File: config.mk
export PLATFORM = sky130hd
export DESIGN_NAME = fcsm_host
export DESIGN_NICKNAME = d
export VERILOG_FILES = /design/src/hw/fcsm_pkg.sv /design/src/hw/fcsm_cyc_if.sv /design/src/hw/fcsm_bus_cycle.sv /design/src/hw/fcsm_host.sv
export VERILOG_INCLUDE_DIRS = /design/src /design/src/hw
export SDC_FILE = /design/constraint.sdc
export NUM_CORES = 1
export LEC_CHECK = 0
export ABC_CLOCK_PERIOD_IN_PS = 4100
export BUFFER_PORTS_ARGS = -buffer_cell sky130_fd_sc_hd__buf_2
export CAP_MARGIN = 20
export CORE_MARGIN = 1
export CORE_UTILIZATION = 57
export DETAILED_ROUTE_END_ITERATION = 8
export HOLD_SLACK_MARGIN = 0.08
export PLACE_DENSITY = 0.9
export SETUP_SLACK_MARGIN = 0.5
export SYNTH_ARGS = -nofsm -noshare
export SYNTH_HDL_FRONTEND = slang
export SYNTH_SLANG_ARGS = --single-unit
File: constraint.sdc
create_clock -name clk -period 4.1 [get_ports clk]
set_clock_uncertainty 0.2 [all_clocks]
set_input_delay 0.82 -clock clk [delete_from_list [all_inputs] [get_ports clk]]
set_output_delay 0.82 -clock clk [all_outputs]
set_load 0.005 [all_outputs]
File: src/hw/fcsm_regs.svh
// Command codes, unlock addresses and timing counts of the flash host
`ifndef FCSM_REGS_SVH
`define FCSM_REGS_SVH

// Command data bytes
`define FCSM_CD_RESET 8'hF0
`define FCSM_CD_UNLOCK1 8'hAA
`define FCSM_CD_UNLOCK2 8'h55
`define FCSM_CD_AUTOSEL 8'h90
`define FCSM_CD_SEC_ENTER 8'h88
`define FCSM_CD_ERASE_SETUP 8'h80
`define FCSM_CD_PROGRAM 8'hA0
`define FCSM_CD_SEC_EXIT 8'h00
`define FCSM_CD_CHIP_ERASE 8'h10
`define FCSM_CD_SECTOR_ERASE 8'h30
`define FCSM_CD_QUERY 8'h98

// Unlock and command addresses, word and byte mode
`define FCSM_A_CMD_WORD 12'h555
`define FCSM_A_CMD_BYTE 12'hAAA
`define FCSM_A_UNL2_WORD 12'h2AA
`define FCSM_A_UNL2_BYTE 12'h555
`define FCSM_A_QUERY_WORD 12'h055
`define FCSM_A_QUERY_BYTE 12'h0AA

// Fail flag position in the status word
`define FCSM_FAIL_BIT 5

// Timing: figures in ns, counts in 10 ns cycles
`define FCSM_CLK_NS 10
`define FCSM_GLITCH_NS 5
`define FCSM_WE_LOW_NS 35
`define FCSM_WE_LOW_CYC ((`FCSM_WE_LOW_NS + `FCSM_CLK_NS - 1) / `FCSM_CLK_NS)
`define FCSM_ACCESS_NS 90
`define FCSM_ACCESS_CYC ((`FCSM_ACCESS_NS + `FCSM_CLK_NS - 1) / `FCSM_CLK_NS)
`define FCSM_RP_NS 500
`define FCSM_RP_CYC ((`FCSM_RP_NS + `FCSM_CLK_NS - 1) / `FCSM_CLK_NS)
`define FCSM_READY_NS 20000
`define FCSM_READY_CYC ((`FCSM_READY_NS + `FCSM_CLK_NS - 1) / `FCSM_CLK_NS)

`endif

File: src/hw/fcsm_pkg.sv
// Types shared by the flash command host modules
`default_nettype none
package fcsm_pkg;
  // Operations the user may request
  typedef enum logic [3:0] {
    FCSM_OP_READ = 4'h0,
    FCSM_OP_RESET = 4'h1,
    FCSM_OP_PROGRAM = 4'h2,
    FCSM_OP_CHIP_ERASE = 4'h3,
    FCSM_OP_SECTOR_ERASE = 4'h4,
    FCSM_OP_AUTOSEL = 4'h5,
    FCSM_OP_SEC_ENTER = 4'h6,
    FCSM_OP_SEC_EXIT = 4'h7,
    FCSM_OP_QUERY = 4'h8,
    FCSM_OP_HW_RESET = 4'h9
  } fcsm_op_type;
endpackage : fcsm_pkg
`default_nettype wire

File: src/hw/fcsm_cyc_if.sv
// Request and answer path between sequencer and bus cycle engine
`default_nettype none
interface fcsm_cyc_if #(parameter int AW = 23, parameter int DW = 16);
  logic req;
  logic is_read;
  logic [AW-1:0] addr;
  logic [DW-1:0] wdata;
  logic done;
  logic [DW-1:0] rdata;
  modport master (output req, output is_read, output addr, output wdata,
                  input done, input rdata);
  modport slave (input req, input is_read, input addr, input wdata,
                 output done, output rdata);
endinterface : fcsm_cyc_if
`default_nettype wire

File: src/hw/fcsm_bus_cycle.sv
// One timed flash bus write or read cycle on the strobe pins
`include "fcsm_regs.svh"
`default_nettype none
module fcsm_bus_cycle #(
  parameter int AW = 23,
  parameter int DW = 16
) (
  // Clock and reset
  input wire logic clk,
  input wire logic rst_n,
  // Request side
  fcsm_cyc_if.slave cyc,
  // Flash pins
  output logic [AW-1:0] fl_addr,
  input wire logic [DW-1:0] fl_dq_in,
  output logic [DW-1:0] fl_dq_out,
  output logic fl_dq_oe,
  output logic chip_select_n,
  output logic fl_we_n,
  output logic fl_oe_n
);
  typedef enum logic [3:0] {
    CY_IDLE = 4'b0001,
    CY_SETUP = 4'b0010,
    CY_PULSE = 4'b0100,
    CY_HOLD = 4'b1000
  } fcsm_cy_type;

  localparam int PW = `FCSM_WE_LOW_CYC;
  localparam int RW = `FCSM_ACCESS_CYC;
  localparam int CNT_W = 4;

  fcsm_cy_type st_q, st_d;
  logic [CNT_W-1:0] cnt_q, cnt_d;
  logic rd_q, rd_d;
  logic [AW-1:0] addr_q, addr_d;
  logic [DW-1:0] wd_q, wd_d;
  logic [DW-1:0] rdata_q, rdata_d;

  // Next state: chip select falls first, strobe last
  always_comb begin
    st_d = st_q;
    cnt_d = cnt_q;
    rd_d = rd_q;
    addr_d = addr_q;
    wd_d = wd_q;
    rdata_d = rdata_q;
    cyc.done = 1'b0;
    unique case (st_q)
      CY_IDLE: begin
        if (cyc.req) begin
          rd_d = cyc.is_read;
          addr_d = cyc.addr;
          wd_d = cyc.wdata;
          st_d = CY_SETUP;
        end
      end
      CY_SETUP: begin
        // Strobe held low well past the glitch width
        cnt_d = rd_q ? CNT_W'(RW - 1) : CNT_W'(PW - 1);
        st_d = CY_PULSE;
      end
      CY_PULSE: begin
        if (cnt_q == '0) begin
          if (rd_q) rdata_d = fl_dq_in;
          st_d = CY_HOLD;
        end else begin
          cnt_d = cnt_q - 1'b1;
        end
      end
      CY_HOLD: begin
        cyc.done = 1'b1;
        st_d = CY_IDLE;
      end
    endcase
  end

  // Cycle registers
  always_ff @(posedge clk or negedge rst_n) begin
    if (!rst_n) begin
      st_q <= CY_IDLE;
      cnt_q <= '0;
      rd_q <= 1'b0;
      addr_q <= '0;
      wd_q <= '0;
      rdata_q <= '0;
    end else begin
      st_q <= st_d;
      cnt_q <= cnt_d;
      rd_q <= rd_d;
      addr_q <= addr_d;
      wd_q <= wd_d;
      rdata_q <= rdata_d;
    end
  end

  // Pins: write needs select and write strobe low, output strobe high
  assign fl_addr = addr_q;
  assign fl_dq_out = wd_q;
  assign fl_dq_oe = !rd_q && (st_q != CY_IDLE);
  assign chip_select_n = (st_q == CY_IDLE);
  assign fl_we_n = !(!rd_q && st_q == CY_PULSE);
  assign fl_oe_n = !(rd_q && st_q == CY_PULSE);
  assign cyc.rdata = rdata_q;
endmodule : fcsm_bus_cycle
`default_nettype wire

File: src/hw/fcsm_host.sv
// Flash command host: issues unlock and command sequences on the pins
`include "fcsm_regs.svh"
`default_nettype none
module fcsm_host #(
  parameter int AW = 23,
  parameter int DW = 16,
  parameter int RP_CYC = `FCSM_RP_CYC,
  parameter int READY_CYC = `FCSM_READY_CYC
) (
  // Clock and reset
  input wire logic clk,
  input wire logic rst_n,
  // User command port
  input wire logic cmd_valid,
  output logic cmd_ready,
  input wire fcsm_pkg::fcsm_op_type cmd_op,
  input wire logic [AW-1:0] cmd_addr,
  input wire logic [DW-1:0] cmd_data,
  input wire logic byte_mode,
  // User answer port
  output logic rsp_valid,
  output logic [DW-1:0] rsp_data,
  output logic rsp_fail,
  output logic rsp_refused,
  // Security region state
  input wire logic sec_lock_mark,
  output logic sec_mode,
  output logic sec_locked,
  // Supply monitor
  input wire logic vcc_ok,
  // Flash pins
  output logic [AW-1:0] fl_addr,
  input wire logic [DW-1:0] fl_dq_in,
  output logic [DW-1:0] fl_dq_out,
  output logic fl_dq_oe,
  output logic chip_select_n,
  output logic fl_we_n,
  output logic fl_oe_n,
  output logic fl_reset_n,
  input wire logic ready_busy_n
);
  import fcsm_pkg::*;

  typedef enum logic [7:0] {
    ST_PWR = 8'h01,
    ST_WAIT = 8'h02,
    ST_IDLE = 8'h04,
    ST_SEQ = 8'h08,
    ST_READ = 8'h10,
    ST_POLL = 8'h20,
    ST_RST = 8'h40,
    ST_RSP = 8'h80
  } fcsm_st_type;

  localparam int TW = 16;

  fcsm_cyc_if #(.AW(AW), .DW(DW)) cyc ();

  fcsm_st_type st_q, st_d;
  fcsm_op_type op_q, op_d;
  logic [AW-1:0] ua_q, ua_d;
  logic [DW-1:0] ud_q, ud_d;
  logic bm_q, bm_d;
  logic [2:0] step_q, step_d;
  logic [TW-1:0] tmr_q, tmr_d;
  logic busy_q, busy_d;
  logic need_rst_q, need_rst_d;
  logic then_read_q, then_read_d;
  logic sec_mode_q, sec_mode_d;
  logic sec_lock_q, sec_lock_d;
  logic [DW-1:0] rsp_data_q, rsp_data_d;
  logic fail_q, fail_d;
  logic refused_q, refused_d;
  logic hw_rst_q, hw_rst_d;
  logic [AW-1:0] seq_addr;
  logic [DW-1:0] seq_data;
  logic [2:0] seq_len;

  // Widen a 12-bit command address to the bus width
  function automatic logic [AW-1:0] wa(input logic [11:0] a);
    wa = {{(AW-12){1'b0}}, a};
  endfunction : wa

  // Number of writes in each sequence
  always_comb begin
    unique case (op_q)
      FCSM_OP_RESET, FCSM_OP_QUERY: seq_len = 3'd1;
      FCSM_OP_AUTOSEL, FCSM_OP_SEC_ENTER: seq_len = 3'd3;
      FCSM_OP_PROGRAM, FCSM_OP_SEC_EXIT: seq_len = 3'd4;
      FCSM_OP_CHIP_ERASE, FCSM_OP_SECTOR_ERASE: seq_len = 3'd6;
      default: seq_len = 3'd1;
    endcase
  end

  // Address and data of each write in the current sequence
  always_comb begin
    logic [AW-1:0] a_cmd;
    logic [AW-1:0] a_unl2;
    a_cmd = wa(bm_q ? `FCSM_A_CMD_BYTE : `FCSM_A_CMD_WORD);
    a_unl2 = wa(bm_q ? `FCSM_A_UNL2_BYTE : `FCSM_A_UNL2_WORD);
    seq_addr = a_cmd;
    seq_data = {8'h00, `FCSM_CD_UNLOCK1};
    if (op_q == FCSM_OP_RESET) begin
      seq_addr = ua_q;
      seq_data = {8'h00, `FCSM_CD_RESET};
    end else if (op_q == FCSM_OP_QUERY) begin
      seq_addr = wa(bm_q ? `FCSM_A_QUERY_BYTE : `FCSM_A_QUERY_WORD);
      seq_data = {8'h00, `FCSM_CD_QUERY};
    end else if (step_q == 3'd1 || step_q == 3'd4) begin
      seq_addr = a_unl2;
      seq_data = {8'h00, `FCSM_CD_UNLOCK2};
    end else if (step_q == 3'd2) begin
      unique case (op_q)
        FCSM_OP_AUTOSEL, FCSM_OP_SEC_EXIT:
          seq_data = {8'h00, `FCSM_CD_AUTOSEL};
        FCSM_OP_SEC_ENTER: seq_data = {8'h00, `FCSM_CD_SEC_ENTER};
        FCSM_OP_PROGRAM: seq_data = {8'h00, `FCSM_CD_PROGRAM};
        default: seq_data = {8'h00, `FCSM_CD_ERASE_SETUP};
      endcase
    end else if (step_q == 3'd3) begin
      if (op_q == FCSM_OP_PROGRAM) begin
        seq_addr = ua_q;
        seq_data = ud_q;
      end else if (op_q == FCSM_OP_SEC_EXIT) begin
        seq_addr = ua_q;
        seq_data = {8'h00, `FCSM_CD_SEC_EXIT};
      end
    end else if (step_q == 3'd5) begin
      if (op_q == FCSM_OP_SECTOR_ERASE) begin
        seq_addr = ua_q;
        seq_data = {8'h00, `FCSM_CD_SECTOR_ERASE};
      end else begin
        seq_data = {8'h00, `FCSM_CD_CHIP_ERASE};
      end
    end
  end

  // Sequencer next state
  always_comb begin
    st_d = st_q;
    op_d = op_q;
    ua_d = ua_q;
    ud_d = ud_q;
    bm_d = bm_q;
    step_d = step_q;
    tmr_d = tmr_q;
    busy_d = busy_q;
    need_rst_d = need_rst_q;
    then_read_d = then_read_q;
    sec_mode_d = sec_mode_q;
    sec_lock_d = sec_lock_q | (sec_lock_mark & sec_mode_q);
    rsp_data_d = rsp_data_q;
    fail_d = fail_q;
    refused_d = refused_q;
    hw_rst_d = 1'b0;
    cmd_ready = 1'b0;
    cyc.req = 1'b0;
    cyc.is_read = 1'b0;
    cyc.addr = seq_addr;
    cyc.wdata = seq_data;
    unique case (st_q)
      ST_PWR: begin
        // Hold the reset pin low, start no strobe cycle; one begun before supply loss still completes
        hw_rst_d = 1'b1;
        if (tmr_q == '0) begin
          tmr_d = TW'(READY_CYC);
          st_d = ST_WAIT;
        end else begin
          tmr_d = tmr_q - 1'b1;
        end
      end
      ST_WAIT: begin
        // Device comes up in read array mode
        sec_mode_d = 1'b0;
        need_rst_d = 1'b0;
        if (tmr_q == '0) st_d = ST_IDLE;
        else tmr_d = tmr_q - 1'b1;
      end
      ST_IDLE: begin
        cmd_ready = vcc_ok;
        if (cmd_valid && vcc_ok) begin
          op_d = cmd_op;
          ua_d = cmd_addr;
          ud_d = cmd_data;
          bm_d = byte_mode;
          step_d = 3'd0;
          fail_d = 1'b0;
          refused_d = 1'b0;
          rsp_data_d = '0;
          if (cmd_op == FCSM_OP_HW_RESET) begin
            tmr_d = TW'(RP_CYC - 1);
            st_d = ST_PWR;
          end else if ((cmd_op == FCSM_OP_PROGRAM ||
                        cmd_op == FCSM_OP_CHIP_ERASE ||
                        cmd_op == FCSM_OP_SECTOR_ERASE) &&
                       sec_mode_q && sec_lock_q) begin
            refused_d = 1'b1;
            st_d = ST_RSP;
          end else if (cmd_op == FCSM_OP_READ) begin
            then_read_d = 1'b1;
            st_d = need_rst_q ? ST_RST : ST_READ;
          end else begin
            st_d = ST_SEQ;
          end
        end
      end
      ST_SEQ: begin
        // Full sequence written back to back, cut short only by supply loss
        cyc.req = 1'b1;
        if (cyc.done) begin
          if (step_q == seq_len - 3'd1) begin
            unique case (op_q)
              FCSM_OP_PROGRAM, FCSM_OP_CHIP_ERASE, FCSM_OP_SECTOR_ERASE: begin
                busy_d = 1'b1;
                st_d = ST_POLL;
              end
              FCSM_OP_AUTOSEL: begin
                need_rst_d = 1'b1;
                st_d = ST_READ;
              end
              FCSM_OP_QUERY: begin
                need_rst_d = 1'b1;
                st_d = ST_RSP;
              end
              FCSM_OP_SEC_ENTER: begin
                sec_mode_d = 1'b1;
                st_d = ST_RSP;
              end
              FCSM_OP_SEC_EXIT: begin
                sec_mode_d = 1'b0;
                need_rst_d = 1'b0;
                st_d = ST_RSP;
              end
              default: begin
                need_rst_d = 1'b0;
                st_d = ST_RSP;
              end
            endcase
          end else begin
            step_d = step_q + 3'd1;
          end
        end
      end
      ST_READ: begin
        // Plain array or identification read at the user address
        cyc.req = 1'b1;
        cyc.is_read = 1'b1;
        cyc.addr = ua_q;
        if (cyc.done) begin
          rsp_data_d = cyc.rdata;
          then_read_d = 1'b0;
          st_d = ST_RSP;
        end
      end
      ST_POLL: begin
        // Status read; no reset while running and not failed
        cyc.req = 1'b1;
        cyc.is_read = 1'b1;
        cyc.addr = ua_q;
        if (cyc.done) begin
          rsp_data_d = cyc.rdata;
          if (ready_busy_n) begin
            busy_d = 1'b0;
            st_d = ST_RSP;
          end else if (cyc.rdata[`FCSM_FAIL_BIT]) begin
            fail_d = 1'b1;
            busy_d = 1'b0;
            need_rst_d = 1'b1;
            then_read_d = 1'b0;
            st_d = ST_RST;
          end
        end
      end
      ST_RST: begin
        // Reset write clears fail or special mode
        cyc.req = 1'b1;
        cyc.addr = ua_q;
        cyc.wdata = {8'h00, `FCSM_CD_RESET};
        if (cyc.done) begin
          need_rst_d = 1'b0;
          st_d = then_read_q ? ST_READ : ST_RSP;
        end
      end
      ST_RSP: begin
        st_d = ST_IDLE;
      end
    endcase
    // Supply loss: device resets itself, host restarts from scratch
    if (!vcc_ok && st_q != ST_PWR && st_q != ST_WAIT) begin
      busy_d = 1'b0;
      tmr_d = TW'(RP_CYC - 1);
      st_d = ST_PWR;
    end
  end

  // Sequencer registers
  always_ff @(posedge clk or negedge rst_n) begin
    if (!rst_n) begin
      st_q <= ST_PWR;
      op_q <= FCSM_OP_READ;
      ua_q <= '0;
      ud_q <= '0;
      bm_q <= 1'b0;
      step_q <= 3'd0;
      tmr_q <= TW'(RP_CYC - 1);
      busy_q <= 1'b0;
      need_rst_q <= 1'b0;
      then_read_q <= 1'b0;
      sec_mode_q <= 1'b0;
      sec_lock_q <= 1'b0;
      rsp_data_q <= '0;
      fail_q <= 1'b0;
      refused_q <= 1'b0;
      hw_rst_q <= 1'b1;
    end else begin
      st_q <= st_d;
      op_q <= op_d;
      ua_q <= ua_d;
      ud_q <= ud_d;
      bm_q <= bm_d;
      step_q <= step_d;
      tmr_q <= tmr_d;
      busy_q <= busy_d;
      need_rst_q <= need_rst_d;
      then_read_q <= then_read_d;
      sec_mode_q <= sec_mode_d;
      sec_lock_q <= sec_lock_d;
      rsp_data_q <= rsp_data_d;
      fail_q <= fail_d;
      refused_q <= refused_d;
      hw_rst_q <= hw_rst_d;
    end
  end

  // Timed pin cycles
  fcsm_bus_cycle #(.AW(AW), .DW(DW)) u_cycle (
    .clk(clk),
    .rst_n(rst_n),
    .cyc(cyc.slave),
    .fl_addr(fl_addr),
    .fl_dq_in(fl_dq_in),
    .fl_dq_out(fl_dq_out),
    .fl_dq_oe(fl_dq_oe),
    .chip_select_n(chip_select_n),
    .fl_we_n(fl_we_n),
    .fl_oe_n(fl_oe_n)
  );

  // Answer and status outputs
  assign rsp_valid = (st_q == ST_RSP);
  assign rsp_data = rsp_data_q;
  assign rsp_fail = fail_q;
  assign rsp_refused = refused_q;
  assign sec_mode = sec_mode_q;
  assign sec_locked = sec_lock_q;
  assign fl_reset_n = !hw_rst_q;
endmodule : fcsm_host
`default_nettype wire

Word-level counts from Yosys, hierarchy flattened
Memories as Yosys holds them, arrays and structs flattened.
Cells that the tools add are included.

word-level totals
  output and inout port bits = 66
  input bits = 66
  memories = 1
  bits in registers = 158
  word-level logic and storage cells = 227
  ROM bits = 48

cells by class
  reduce and logical (&&, ||, !) cells = 47
  bitwise operators = 2
  multiplexer cells = 90
  equality and inequality tests = 62
  add/sub/neg operators = 4

memory list
  memory           depth  width  read ports  clocked after memory_dff  wr ports  line             source
  (no name shown)  16     3      1           0                         0         fcsm_host.sv:86  unique case (op_q)

operator list
  operator                                              number
  two-way mux 23 bit                                    10
  two-way mux 16 bit                                    14
  two-way mux 8 bit                                     17
  one-hot mux 8 bit (8 select lines)                    1
  one-hot mux 16 bit (3 select lines)                   1
  one-hot mux 16 bit (2 select lines)                   1
  inequality test 3 bit (second input constant)         10
  inequality test 2 bit (second input constant)         13
  equality test 4 x 3 -> 1 bit (second input constant)  6
  two-way mux 1 bit                                     23
  equality test 4 x 2 -> 1 bit (second input constant)  5
  one-hot mux 6 bit (3 select lines)                    1
  AND reduction 9 bit                                   2
  zero test 16 bit                                      1
  two-way mux 4 bit                                     4
  one-hot mux 4 bit (4 select lines)                    1
  one-hot mux 8 bit (2 select lines)                    1
  subtractor 16 x 1 -> 16 bit (second input constant)   1
  two-way mux 7 bit                                     2
  equality test 4 bit (second input constant)           3
  two-way mux 12 bit                                    1
  AND reduction 4 bit                                   3
  two-way mux 11 bit                                    1
  nonzero test 2 bit                                    5
  44 further kinds                                      78

Logic depth before layout (Yosys ltp)
  word-level depth = 10
  gate-level depth with buffers = 11

Hierarchy
Synthesis repeated with hierarchy kept, for this count alone.

unflattened totals
  cell total of the unflattened synthesis = 827
  area, all modules = 7992.7 um2

by module, submodules not included
  module          cells an instance  area each (um2)  instances
  fcsm_host       657                5412.7           1
  fcsm_bus_cycle  170                2580.0           1

Worst setup path after synthesis
No wires, ideal clock.

  kind = register to register
  start point = register op_q[3]
  end point = register st_q[1]
  stages on the path, launching flop included = 10
  setup time = 0.125 ns
  setup slack = 1.083 ns
  data arrival time = 2.692 ns
  clock period less this slack = 3.017 ns
  data required time = 3.775 ns
  cells stage by stage = dfrtp_1 -> clkbuf_1 -> clkbuf_1 -> nor3_1 -> ha_1 -> xnor2_2 -> a2111oi_4 -> o21ai_2 -> a2111oi_4 -> mux2_4

between the ends
  cells in the longest elaborated chain, start to end = 5

RTL lines
  what                                    line              source
  from (decl)                             fcsm_host.sv:60   fcsm_op_type op_q, op_d;
  from (signal assigned)                  fcsm_host.sv:317  op_q <= op_d;
  memory (16 x 3 bit)                     --
  subtractor 3 x 1 -> 3 bit               fcsm_host.sv:211  if (step_q == seq_len - 3'd1) begin
  equality test 3 bit                     fcsm_host.sv:211
  inequality test 3 bit (no source line)  --
  AND reduction 9 bit (no source line)    --
  to (signal assigned)                    fcsm_host.sv:316  st_q <= st_d;
  to (decl)                               fcsm_host.sv:59   fcsm_st_type st_q, st_d;

Every way passes these cells.
A chain may end at the register's enable or synchronous reset.

Worst setup path in the final report
  start point = register op_q[1]
  end point = register st_q[4]

between the ends
  cells in the longest elaborated chain, start to end = 7

RTL lines
  what
  parallel branches: the longest is 7 deep, another holds memory (16 x 3 bit)

Parallel ways; which one is timed is not known. The select of a mux whose other input is x is not followed.

==> impl_results.md <==
* GR Overflow Total at 0
* YS warnings at 0
* 1st-iter DRT viols at 727
* Num rows at 43
* Latest clock arrival within the worst-skew pair at 0.43 ns
* Clk root buf: clkbuf_16
* Critical path class: reg -> reg
* Worst Setup End Kind: flip-flop
* Peak Freq at 0.3063 GHz
* Final Setup Violations at 0
* CTS sink count at 158
* Drt wl/cell at 17.51 um
* RSZ-0062 raised after global routing: no
* Max-Cap Viols at 0
* First-pass GRT wire length at 30,790 um
* Pin count of the biggest net entering global routing at 68
* Post-synth ARST share at 100.0%
* Setup TNS at 0 ns
* Initial antenna violation count at 0
* Synth Net Count at 857
* Starting density of the core at 58.31%
* Fin crit share at 79.62%
* Worst hold path type: in -> async
* Vias in the first global route at 6,272
* Mapped Avg Cell Area at 10.38 sq um
* Die width at 120.9 um
* Area growth, synth to finish at 16.90%
* Final Hold Viols at 0
* Status: finished, final reports clean
* Core Util, Final at 68.17%
* GRT Total Usage at 27.14%
* EDFF count, synth at 0
* Max Root-Sink Buffers at 2
* CP bufs+invs at 1
* Ratio of cells with drive above 1 in the final layout at 30.03%
* Predominant post-synthesis flop cell: dfrtp_1
* Post-Syn Instances at 777
* Core area at 0.01383 sq mm
* Arrival @ worst endpoint at 3.37 ns
* Gp weighted congestion at 0.9695
* Die ar. at 0.01463 sq mm
* Lkg Pwr at 4.463 nW
* Post-Route WL at 19,070 um
* # fillers at 1,021
* CTS Hold Buffers Added at 0
* CP peak stage delay at 0.59 ns
* Max-slew violation count at 0
* Worst-path cell chain: inv_1 -> ha_1 -> and2_1 -> nor3_1 -> ha_1 -> xnor2_2 -> a2111oi_4 -> o21ai_2 -> a2111oi_4 -> mux2i_1 -> nor2_1
* Post-synth cell types at 83
* DRT Pass-1 Iters at 6
* CTS tree: yes
* HPWL reported at the end of detailed placement at 13,410 um
* Maximum net fanout on the critical path at 9
* Sequential area share after synthesis at 49.13%
* VDD IR max at 0.4297 mV
* Critical Path Start Type: flip-flop
* WP data required at 4.20 ns
* TritonCTS Buffers at 17
* Cts repair resizes at 0
* Vias/cell at 6.062
* Yosys reg bits at 158
* Tightest Pin Transition at 1.018 ns
* Relative slew slack at 31.19%
* Synthesized cell area at 0.008063 sq mm
* PwrDens at 613.7 mW/mm^2
* Top delay family on crit path: compound AO/OA/AOI/OAI gates
* Drt drc at 0
* Fin crit period at 3.265 ns
* Total number of vias at 6,601
* H-Tree Depth at 4
* Die Ht at 120.9 um
* Worst-path clk slew at 0.07 ns
* Number of placed I/O pins at 132
* # Post-CTS Setup Buffers at 0
* Port Buffers at 131
* Antenna Nets Post-Route at 0
* Slowest cell on the critical path: a2111oi_4
* Diodes inserted at 0
* Total Nets Final at 976
cells in the mapped netlist, types with 5 or more instances:
master	n	area (sq um)
dfrtp_1	152	3804
a22o_1	20	175.2
clkbuf_1	21	78.83
a311oi_1	5	43.79
a211oi_1	5	37.54
nor2b_1	9	56.30
and3_1	5	31.28
o21ai_0	70	350.3
nand2_1	80	300.3
nor2_1	53	198.9
inv_1	22	82.58
nand2b_1	7	43.79
buf_6	6	67.56
mux2i_1	7	70.07
nand3_1	14	70.07
mux2_2	62	698.2
and2_1	6	37.54
ha_1	14	175.2
o31ai_1	6	45.04
nand4_1	5	31.28
o22a_1	6	52.55
dfstp_2	6	157.7
a21oi_1	52	260.3
buf_2	10	50.05
xor2_1	6	52.55
a31oi_1	9	56.30
o21a_1	5	37.54
o2111ai_1	5	43.79
nor3_1	17	85.08
o211ai_1	5	37.54
nor3b_1	8	60.06
sequential cells by signal, summed over array words and instances, names as in the netlist, 8 cells and up:
signal / flops
u_cycle.cyc.rdata: 16
tmr_q: 16
st_q: 8
rsp_data: 16
u_cycle.fl_dq_out: 16
ua_q: 23
u_cycle.fl_addr: 23
ud_q: 16
stage by stage:
| step | power (W) | worst slack [ns] | std cells | cell area [sq um] | hold slack (ns) |
|---|---|---|---|---|---|
| CTS | 0.005770 | 0.8461 | 1088 | 9405 | 0.1723 |
| global route | 0.006106 | 0.6358 | 1089 | 9425 | 0.1928 |
| global placement | 0.004062 | 0.9809 | 1056 | 8806 | 0.2588 |
| detailed placement | 0.004156 | 0.8717 | 1056 | 8806 | 0.2547 |
| finish | 0.005784 | 0.8354 | 1089 | 9425 | 0.1514 |
| floorplan | 0.003683 | 1.083 | 777 | 8063 | 0.2486 |
final timing paths:
check | startpoint | end | slack [ns] | cells after the start
worst min-delay path | rst_n | u_cycle.cnt_q[1]$_DFFE_PN0P_ | 0.15 | 1
max in group asynchronous | rst_n | ua_q[10]$_DFFE_PN0P_ | 2.71 | 2
min in group clk | rsp_data[14]$_DFFE_PN0P_ | rsp_data[14]$_DFFE_PN0P_ | 0.28 | 2
worst min register to register | rsp_data[14]$_DFFE_PN0P_ | rsp_data[14]$_DFFE_PN0P_ | 0.28 | 2
worst max-delay path | op_q[1]$_DFFE_PN0P_ | st_q[4]$_DFFE_PN0P_ | 0.84 | 11
worst max register to register | op_q[1]$_DFFE_PN0P_ | st_q[4]$_DFFE_PN0P_ | 0.84 | 11
power breakdown:
group          leakage [nW]  total (W)  internal, W  switching [W]
Sequential             2.07    0.00230      0.00192       0.000380
Clock                 0.299    0.00160     0.000919       0.000685
Combinational          2.09    0.00188     0.000822        0.00106
Total                  4.46    0.00578      0.00366        0.00212
layout by cell type (no fill, tap or decap), types with 6 or more instances in the layout:
cell type  Yosys  routed
a21oi_1       52      52
a22o_1        20      20
a31oi_1        9       9
and2_1         6       6
buf_2         10     130
clkbuf_16      0      17
dfrtp_1      152     152
dfstp_2        6       6
ha_1          14      14
inv_1         22      22
mux2_2        62      62
mux2i_1        7       7
nand2_1       80      79
nand2b_1       7       7
nand3_1       14      14
nor2_1        53      53
nor2b_1        9       9
nor3_1        17      17
nor3b_1        8       8
o21ai_0       70      70
o22a_1         6       6
o31ai_1        6       6
xor2_1         6       6
routing by layer:
metal  GRT usage [%]  vias up  wire length, um  share of wire [%]
li1                -     3090                -                  -
met1           36.00     3203             8043                 42
met2           43.18      270             9201                 48
met3           7.143       38             1433                7.5
met4           9.414        0              391                2.1
met5               0        -                0                  0
layout make-up:
cell class / instances / area [sq um] / share of cell area, %
tap: 180 / 225.2 / 2.389
timing repair buffer: 138 / 739.5 / 7.845
multi-input combinational: 559 / 3817 / 40.50
inverter: 22 / 82.58 / 0.8761
sequential: 158 / 3961 / 42.03
clock buffer: 17 / 425.4 / 4.513
clock inverter: 15 / 173.9 / 1.845
cells by family after synthesis:
kind of cell	after synthesis	synth area share, %
buf+inv	60	3.554
flops	158	49.13
compound gates	227	18.86
xor+xnor	8	0.9622
simple gates	240	15.61
mux	70	9.714
fa+ha+maj	14	2.173
Note: power is estimated with default switching activity, not from simulation.
